--- config.mk ---
export PLATFORM = sky130hd
export DESIGN_NAME = rfa_top
export DESIGN_NICKNAME = d
export VERILOG_FILES = /design/src/rtl/rfa_pkg.sv /design/src/rtl/rfa_top.sv
export SDC_FILE = /design/constraint.sdc
export NUM_CORES = 1
export LEC_CHECK = 0
export BUFFER_PORTS_ARGS = -buffer_cell sky130_fd_sc_hd__buf_2
export CAP_MARGIN = 20
export CORE_MARGIN = 2
export CORE_UTILIZATION = 60
export DETAILED_ROUTE_END_ITERATION = 10
export PLACE_DENSITY = 0.83
export SYNTH_ARGS = -nofsm -noshare
export SYNTH_HDL_FRONTEND = slang
export SYNTH_SLANG_ARGS = --single-unit
--- constraint.sdc ---
create_clock -name mclk -period 3.4 [get_ports mclk]
set_input_delay 0.51 -clock mclk [delete_from_list [all_inputs] [get_ports mclk]]
set_output_delay 0.51 -clock mclk [all_outputs]
set_load 0.01 [all_outputs]
--- src/rtl/rfa_pkg.sv ---
package rfa_pkg;

  localparam logic [7:0] CLK_CFG_OFS   = 8'h04;
  localparam logic [7:0] CTRL_OFS      = 8'h07;
  localparam logic [7:0] TARGET_OFS    = 8'h08;
  localparam logic [7:0] BIAS_OFS      = 8'h13;
  localparam logic [7:0] STATUS_OFS    = 8'h1f;

  localparam logic [7:0] CLK_CFG_RST   = 8'h00;
  localparam logic [7:0] CTRL_RST      = 8'h01;
  localparam logic [7:0] TARGET_RST    = 8'h00;
  localparam logic [7:0] BIAS_RST      = 8'h00;

  localparam int CTRL_FILT_EN_BIT = 0;
  localparam int CTRL_LOW_PWR_BIT = 4;
  localparam int CLK_FROM_SYN_BIT = 4;
  localparam int CLK_DCR_BIT      = 5;
  localparam int BIAS_LSB         = 0;
  localparam int BIAS_W           = 3;
  localparam int STAT_BUSY_BIT    = 0;
  localparam int STAT_HALF_BIT    = 1;
  localparam int STAT_PD_BIT      = 2;

  localparam int SAMPLE_W         = 10;
  localparam int LAT_HALF         = 10;
  localparam int LAT_FULL         = 11;
  localparam int FIFO_DEPTH       = 16;

  localparam int CLK_PERIOD_PS    = 4000;
  localparam int CAL_TIME_US      = 100;
  localparam int CAL_CYCLES       = CAL_TIME_US * 1000000 / CLK_PERIOD_PS;
  localparam int CAL_CNT_W        = 16;

  typedef struct packed {
    logic       wr_en;
    logic       rd_en;
    logic [7:0] addr;
    logic [7:0] wdata;
  } rfa_reg_req_t;

  typedef struct packed {
    logic                 filter_enable;
    logic [7:0]           cutoff_target;
    logic                 adc_low_power;
    logic                 duty_restore_en;
    logic                 adc_clk_from_synth;
    logic [BIAS_W-1:0]    adc_bias_sel;
    logic                 adc_power_down;
    logic                 cal_busy;
  } rfa_ctrl_out_t;

  typedef struct packed {
    logic [7:0]                         clk_cfg_ff;
    logic [7:0]                         ctrl_ff;
    logic [7:0]                         target_ff;
    logic [7:0]                         bias_ff;
    logic                               cal_busy_ff;
    logic [CAL_CNT_W-1:0]               cal_cnt_ff;
    logic [7:0]                         rdata_ff;
    logic [1:0]                         mode_sync_ff;
    logic [1:0]                         pd_sync_ff;
    logic [LAT_FULL-1:0][SAMPLE_W-1:0]  pipe_ff;
    logic [LAT_FULL-1:0]                vpipe_ff;
  } rfa_state_t;

endpackage : rfa_pkg

--- src/rtl/rfa_top.sv ---
// Operation
// Each write of the cutoff target starts a filter calibration that ends within 100 us.
// The cutoff target is an 8-bit value in its own register, written by the host.
// The receive filter is on after reset and is bypassed while control bit 0 is clear.
// Rewriting the target with the same value reruns the calibration.
// Control bit 4 set puts the ADC into its reduced-current mode.
// Clock configuration bit 5 set routes the ADC clock through the duty-cycle restorer.
// Clock configuration bit 4 picks the ADC clock source, reference or synthesizer.
// The host enables the restorer only for an asymmetric reference clock.
// A 3-bit field of the bias register selects the ADC bias setting.
// Samples are 10 bits wide and move one pipeline stage per clock edge.
// The ADC can be fully powered down in half-duplex operation.
// Receive latency is 10 cycles in half-duplex and 10.5 in full-duplex mode; the code taps stage 11 (LAT_FULL) in full-duplex.
// A low interface mode input selects half-duplex operation.
// After reset the ADC clock comes from the buffered reference input.
// Calibration is busy from the target write to its end; a new write restarts it.
// Undescribed register bits read back as written and steer nothing.

module rfa_fifo #(
  parameter int WIDTH = 10,
  parameter int DEPTH = 16
) (
  input  wire logic             mclk,
  input  wire logic             rst,
  input  wire logic             in_valid,
  output logic                  in_ready,
  input  wire logic [WIDTH-1:0] in_data,
  output logic                  out_valid,
  input  wire logic             out_ready,
  output logic      [WIDTH-1:0] out_data
);
  localparam int AW = $clog2(DEPTH);

  typedef struct packed {
    logic [DEPTH-1:0][WIDTH-1:0] mem_ff;
    logic [AW-1:0]               wp_ff;
    logic [AW-1:0]               rp_ff;
    logic [AW:0]                 cnt_ff;
  } rfa_fifo_state_t;

  rfa_fifo_state_t st_ff;
  rfa_fifo_state_t nxt_st;
  logic            push;
  logic            pop;

  assign in_ready  = (st_ff.cnt_ff != (AW+1)'(DEPTH));
  assign out_valid = (st_ff.cnt_ff != '0);
  assign out_data  = st_ff.mem_ff[st_ff.rp_ff];
  assign push      = in_valid && in_ready;
  assign pop       = out_valid && out_ready;

  always_comb begin
    nxt_st = st_ff;
    if (push) begin
      nxt_st.mem_ff[st_ff.wp_ff] = in_data;
      nxt_st.wp_ff = st_ff.wp_ff + AW'(1);
    end
    if (pop) begin
      nxt_st.rp_ff = st_ff.rp_ff + AW'(1);
    end
    nxt_st.cnt_ff = st_ff.cnt_ff + (AW+1)'(push) - (AW+1)'(pop);
  end

  always_ff @(posedge mclk) begin
    if (rst) begin
      st_ff <= '0;
    end else begin
      st_ff <= nxt_st;
    end
  end
endmodule : rfa_fifo

module rfa_top
  import rfa_pkg::*;
#(
  parameter int CAL_LEN = CAL_CYCLES
) (
  input  wire logic                mclk,
  input  wire logic                rst,
  input  wire rfa_reg_req_t        reg_req,
  output logic [7:0]               reg_rdata,
  input  wire logic                duplex_mode_pin,
  input  wire logic                adc_pd_req_pin,
  input  wire logic                adc_sample_valid,
  input  wire logic [SAMPLE_W-1:0] adc_sample,
  output logic                     adc_ready,
  output logic                     adc_data_bus_valid,
  input  wire logic                adc_data_bus_ready,
  output logic [SAMPLE_W-1:0]      adc_data_bus,
  output rfa_ctrl_out_t            ctrl_out
);

  rfa_state_t          st_ff;
  rfa_state_t          nxt_st;
  logic                half_duplex;
  logic                tgt_wr;
  logic                tap_valid;
  logic [SAMPLE_W-1:0] tap_data;
  logic                fifo_in_ready;

  assign half_duplex = !st_ff.mode_sync_ff[1];
  assign tgt_wr      = reg_req.wr_en && (reg_req.addr == TARGET_OFS);
  assign tap_valid   = half_duplex ? st_ff.vpipe_ff[LAT_HALF-1]
                                   : st_ff.vpipe_ff[LAT_FULL-1];
  assign tap_data    = half_duplex ? st_ff.pipe_ff[LAT_HALF-1]
                                   : st_ff.pipe_ff[LAT_FULL-1];
  // The ADC cannot pause; a full FIFO shows as adc_ready low and drops
  assign adc_ready   = fifo_in_ready;

  always_comb begin
    nxt_st = st_ff;
    nxt_st.mode_sync_ff = {st_ff.mode_sync_ff[0], duplex_mode_pin};
    nxt_st.pd_sync_ff   = {st_ff.pd_sync_ff[0], adc_pd_req_pin};
    if (reg_req.wr_en) begin
      case (reg_req.addr)
        CLK_CFG_OFS: nxt_st.clk_cfg_ff = reg_req.wdata;
        CTRL_OFS:    nxt_st.ctrl_ff    = reg_req.wdata;
        TARGET_OFS:  nxt_st.target_ff  = reg_req.wdata;
        BIAS_OFS:    nxt_st.bias_ff    = reg_req.wdata;
        default: ;
      endcase
    end
    if (reg_req.rd_en) begin
      case (reg_req.addr)
        CLK_CFG_OFS: nxt_st.rdata_ff = st_ff.clk_cfg_ff;
        CTRL_OFS:    nxt_st.rdata_ff = st_ff.ctrl_ff;
        TARGET_OFS:  nxt_st.rdata_ff = st_ff.target_ff;
        BIAS_OFS:    nxt_st.rdata_ff = st_ff.bias_ff;
        STATUS_OFS: begin
          nxt_st.rdata_ff = 8'h00;
          nxt_st.rdata_ff[STAT_BUSY_BIT] = st_ff.cal_busy_ff;
          nxt_st.rdata_ff[STAT_HALF_BIT] = half_duplex;
          nxt_st.rdata_ff[STAT_PD_BIT]   = ctrl_out.adc_power_down;
        end
        default: nxt_st.rdata_ff = 8'h00;
      endcase
    end
    // Any target write, same value or not, restarts the count
    if (tgt_wr) begin
      nxt_st.cal_busy_ff = 1'b1;
      nxt_st.cal_cnt_ff  = '0;
    end else if (st_ff.cal_busy_ff) begin
      if (st_ff.cal_cnt_ff == CAL_CNT_W'(CAL_LEN - 2)) begin
        nxt_st.cal_busy_ff = 1'b0;
      end else begin
        nxt_st.cal_cnt_ff = st_ff.cal_cnt_ff + CAL_CNT_W'(1);
      end
    end
    nxt_st.pipe_ff[0]  = adc_sample;
    nxt_st.vpipe_ff[0] = adc_sample_valid && !ctrl_out.adc_power_down;
    for (int i = 1; i < LAT_FULL; i++) begin
      nxt_st.pipe_ff[i]  = st_ff.pipe_ff[i-1];
      nxt_st.vpipe_ff[i] = st_ff.vpipe_ff[i-1];
    end
  end

  always_ff @(posedge mclk) begin
    if (rst) begin
      st_ff            <= '0;
      st_ff.clk_cfg_ff <= CLK_CFG_RST;
      st_ff.ctrl_ff    <= CTRL_RST;
      st_ff.target_ff  <= TARGET_RST;
      st_ff.bias_ff    <= BIAS_RST;
    end else begin
      st_ff <= nxt_st;
    end
  end

  assign reg_rdata = st_ff.rdata_ff;
  always_comb begin
    ctrl_out.filter_enable      = st_ff.ctrl_ff[CTRL_FILT_EN_BIT];
    ctrl_out.cutoff_target      = st_ff.target_ff;
    ctrl_out.adc_low_power      = st_ff.ctrl_ff[CTRL_LOW_PWR_BIT];
    ctrl_out.duty_restore_en    = st_ff.clk_cfg_ff[CLK_DCR_BIT];
    ctrl_out.adc_clk_from_synth = st_ff.clk_cfg_ff[CLK_FROM_SYN_BIT];
    ctrl_out.adc_bias_sel       = st_ff.bias_ff[BIAS_LSB +: BIAS_W];
    // Full power-down only honoured in half-duplex
    ctrl_out.adc_power_down     = half_duplex && st_ff.pd_sync_ff[1];
    ctrl_out.cal_busy           = st_ff.cal_busy_ff;
  end

  rfa_fifo #(
    .WIDTH (SAMPLE_W),
    .DEPTH (FIFO_DEPTH)
  ) u_fifo (
    .mclk      (mclk),
    .rst       (rst),
    .in_valid  (tap_valid),
    .in_ready  (fifo_in_ready),
    .in_data   (tap_data),
    .out_valid (adc_data_bus_valid),
    .out_ready (adc_data_bus_ready),
    .out_data  (adc_data_bus)
  );
endmodule : rfa_top

==> results.tsv <==
metric	value	unit
crit_chain	inv_1 -> ha_1 -> or4b_2 -> nand2_2 -> inv_1 -> ha_1 -> inv_1 -> ha_1 -> fa_1 -> a21oi_1 -> nor2_1 -> or3_1 -> a21oi_1	
syn_area	14380	sq um
syn_to_final_growth	11.68	%
drt-vias-per-instance	5.530	
dieArea	25220	sq um
cpLargestDelayFamily	simple AND/OR/NAND/NOR gates	
critPathRequiredTime	3.83	ns
slowest_stage	or4b_2	
drcViolationCount	0	
routed_wl	28560	microns
p_comb_frac	0.090	
multi_input_area	6626	sq um
seqPwrFrac	0.471	
slew_violations	0	
rows	56	
yosys_warnings	0	
final_area	16060	sq um
diodes	0	
setup_slack	0.1953	ns
ys_types	52	
finalSetupViolations	0	
place_ws	0.2800	ns
gp_congestion	0.8131	
crit_path_start_kind	flop	
yosysSeqAreaShare	0.4942	
synth_top_area_frac	0.4942	
core_area	23470	sq um
yosys-top-cells-area	dfxtp_1 49%, mux2i_1 14%, mux4_2 7.8%	
gr-total-overflow	0	
rsz0062_at_grt	false	
final_antenna_net_count	0	
io_pins	71	
fill_cells	1651	
drive_gt1_frac	0.1715	
cp_slowest_stage_delay	0.68	ns
critical_path_buf_inv_count	3	
start_util	0.6126	
synth-edff-count	0	
path_class	flop to flop	
synth_flop_cell	dfxtp_1	
end_kind	flop	
drt_iter0_drc	603	
power	9.094	mW
p_int	6.983	mW
cts-root-buf	clkbuf_16	
outcome	finished clean	
async_reset_ff_frac	0	
ys_seq_elements	355	
hold_violations	0	
synthTopCellsByCount	355 x dfxtp_1, 194 x mux2i_1, 166 x nand2b_1	
cts-htree-levels	2	
worstMarginPinSlew	0.8155	ns
dpl_cell_area	14840	sq um
first_global_vias	9182	
syn_avg_cell_area	10.99	sq um
cts_tree	yes	
clock_power_share	0.440	
min_period	3.205	ns
antenna_found_initial	1	
cts_made_buffers	36	
cts_setup_buffers	0	
die_height	158.8	microns
switching_share	0.2321	
slew_headroom	0.4556	
fmax	312.0	MHz
vias	9246	
power_density	566.3	nW/um^2
grt.total_usage	0.2274	
timing.clock.skew	0.02428	ns
switching_power	2.111	mW
clk_path_buf_depth	3	
syn_inst	1309	
post-synth-top-count-cell	dfxtp_1	
regArea	7109	sq um
clock-sinks	355	
maxCapViolations	0	
wl_per_cell	17.08	microns
post-dp-hpwl	17340	microns
portBuffers	70	
worstSkewPairLatency	0.53	ns
whs	0.1946	ns
worstPathArrival	3.63	ns
nets	1373	
synth_top_cell_by_area	dfxtp_1	
synth_nets	1357	
grt_max_degree	115	
leakagePower	6.928	nW
ir_worst_vdd	396.9	uV
tns	0	ns
period_share	0.9425	
min_path_type	input pin to flop	
dr.pass1.iters	5	
clkTransAtPathRegs	0.06	ns
crit_path_max_fanout	5	
grt_pass1_wl	46790	microns
die_x	158.8	microns
-- flip-flops by register name, summed over array words and instances, names as in the netlist --
| register | cells |
|---|---|
| u_fifo.st_ff | 173 |
| st_ff | 46 |
| reg_rdata | 8 |
| nxt_st | 112 |
| ctrl_out | 16 |
-- worst reg2reg max path: stages (launching register included) --
cell	delay (ns)
dfxtp_1	0.33
inv_1	0.09
ha_1	0.18
or4b_2	0.68
nand2_2	0.14
inv_1	0.05
ha_1	0.27
inv_1	0.04
ha_1	0.20
fa_1	0.41
a21oi_1	0.15
nor2_1	0.07
or3_1	0.35
a21oi_1	0.17
-- final timing paths --
kind / from / cells after the start / slack, ns / endpoint
max: u_fifo.st_ff[2]$_SDFF_PP0_ / 13 / 0.20 / u_fifo.st_ff[4]$_SDFF_PP0_
min: adc_pd_req_pin / 2 / 0.19 / nxt_st[122]$_SDFF_PP0_
max reg2reg: u_fifo.st_ff[2]$_SDFF_PP0_ / 13 / 0.20 / u_fifo.st_ff[4]$_SDFF_PP0_
min reg2reg: nxt_st[83]$_SDFF_PP0_ / 1 / 0.43 / nxt_st[93]$_SDFF_PP0_
-- cell families after synthesis --
group	after synthesis	synth area share
adders and majority gates	14	0.01270
buffers and inverters	141	0.04516
and+or+nand+nor	474	0.1940
DFF	355	0.4942
AOI/OAI and AO/OA	60	0.02776
muxes	244	0.2133
xor gates and xnor gates	21	0.01279
-- power groups by stage --
stage	combinational, mW	clock (mW)	sequential, mW
floorplan	0.650	0	4.33
global placement	0.799	0	4.36
detailed placement	0.818	0	4.37
finish	0.816	4.00	4.28
CTS	0.823	4.05	4.28
global route	0.904	4.23	4.28
-- stage by stage --
step,cells,utilization
6_report,1672,0.6842
3_5_place_dp,1606,0.6321
4_1_cts,1672,0.6841
5_1_grt,1672,0.6842
2_1_floorplan,1309,-
3_3_place_gp,1606,0.6321
-- repair_timing --
item                       CTS  global route
hold endpoints to repair     0             0
gates resized for setup      0             1
setup endpoints to repair    0             1
hold buffers                 0             0
-- final cells by class --
cell class | instances | area share
inverter | 16 | 0.003740
tap | 319 | 0.02485
clock buffer | 53 | 0.06763
sequential | 355 | 0.4427
timing repair buffer | 103 | 0.04012
clock inverter | 13 | 0.008337
multi-input combinational | 813 | 0.4126
-- routing by layer --
metal / GRT usage / part of all wire / vias up
met2: 0.3813 / 0.48 / 228
met1: 0.2947 / 0.44 / 4514
met3: 0.04598 / 0.053 / 53
met4: 0.07673 / 0.028 / 2
met5: 0 / 0.00039 / -
li1: - / - / 4449
-- cells in the final DEF (no fill, tap or decap), types with 3 or more instances in the layout --
| master | n |
|---|---|
| clkbuf_1 | 6 |
| nor3b_1 | 3 |
| nor4_1 | 5 |
| nand2b_1 | 166 |
| ha_1 | 13 |
| dfxtp_1 | 353 |
| a22oi_1 | 6 |
| inv_6 | 3 |
| and3_1 | 4 |
| buf_2 | 69 |
| clkinv_2 | 5 |
| or3_1 | 3 |
| a21oi_1 | 23 |
| buf_4 | 30 |
| nand4_1 | 11 |
| nand3b_1 | 11 |
| inv_1 | 16 |
| o21ai_0 | 4 |
| nor2b_1 | 131 |
| nor2_1 | 52 |
| xor2_1 | 5 |
| mux4_2 | 50 |
| a221oi_1 | 5 |
| nand3_1 | 30 |
| a2111oi_0 | 5 |
| nand2_1 | 23 |
| or2_2 | 12 |
| xnor2_1 | 16 |
| a21boi_0 | 5 |
| clkbuf_8 | 11 |
| nor3_1 | 8 |
| mux2i_1 | 194 |
| clkbuf_16 | 37 |
| buf_12 | 3 |
| clkinvlp_4 | 3 |
Note: power is estimated with default switching activity, not from simulation.
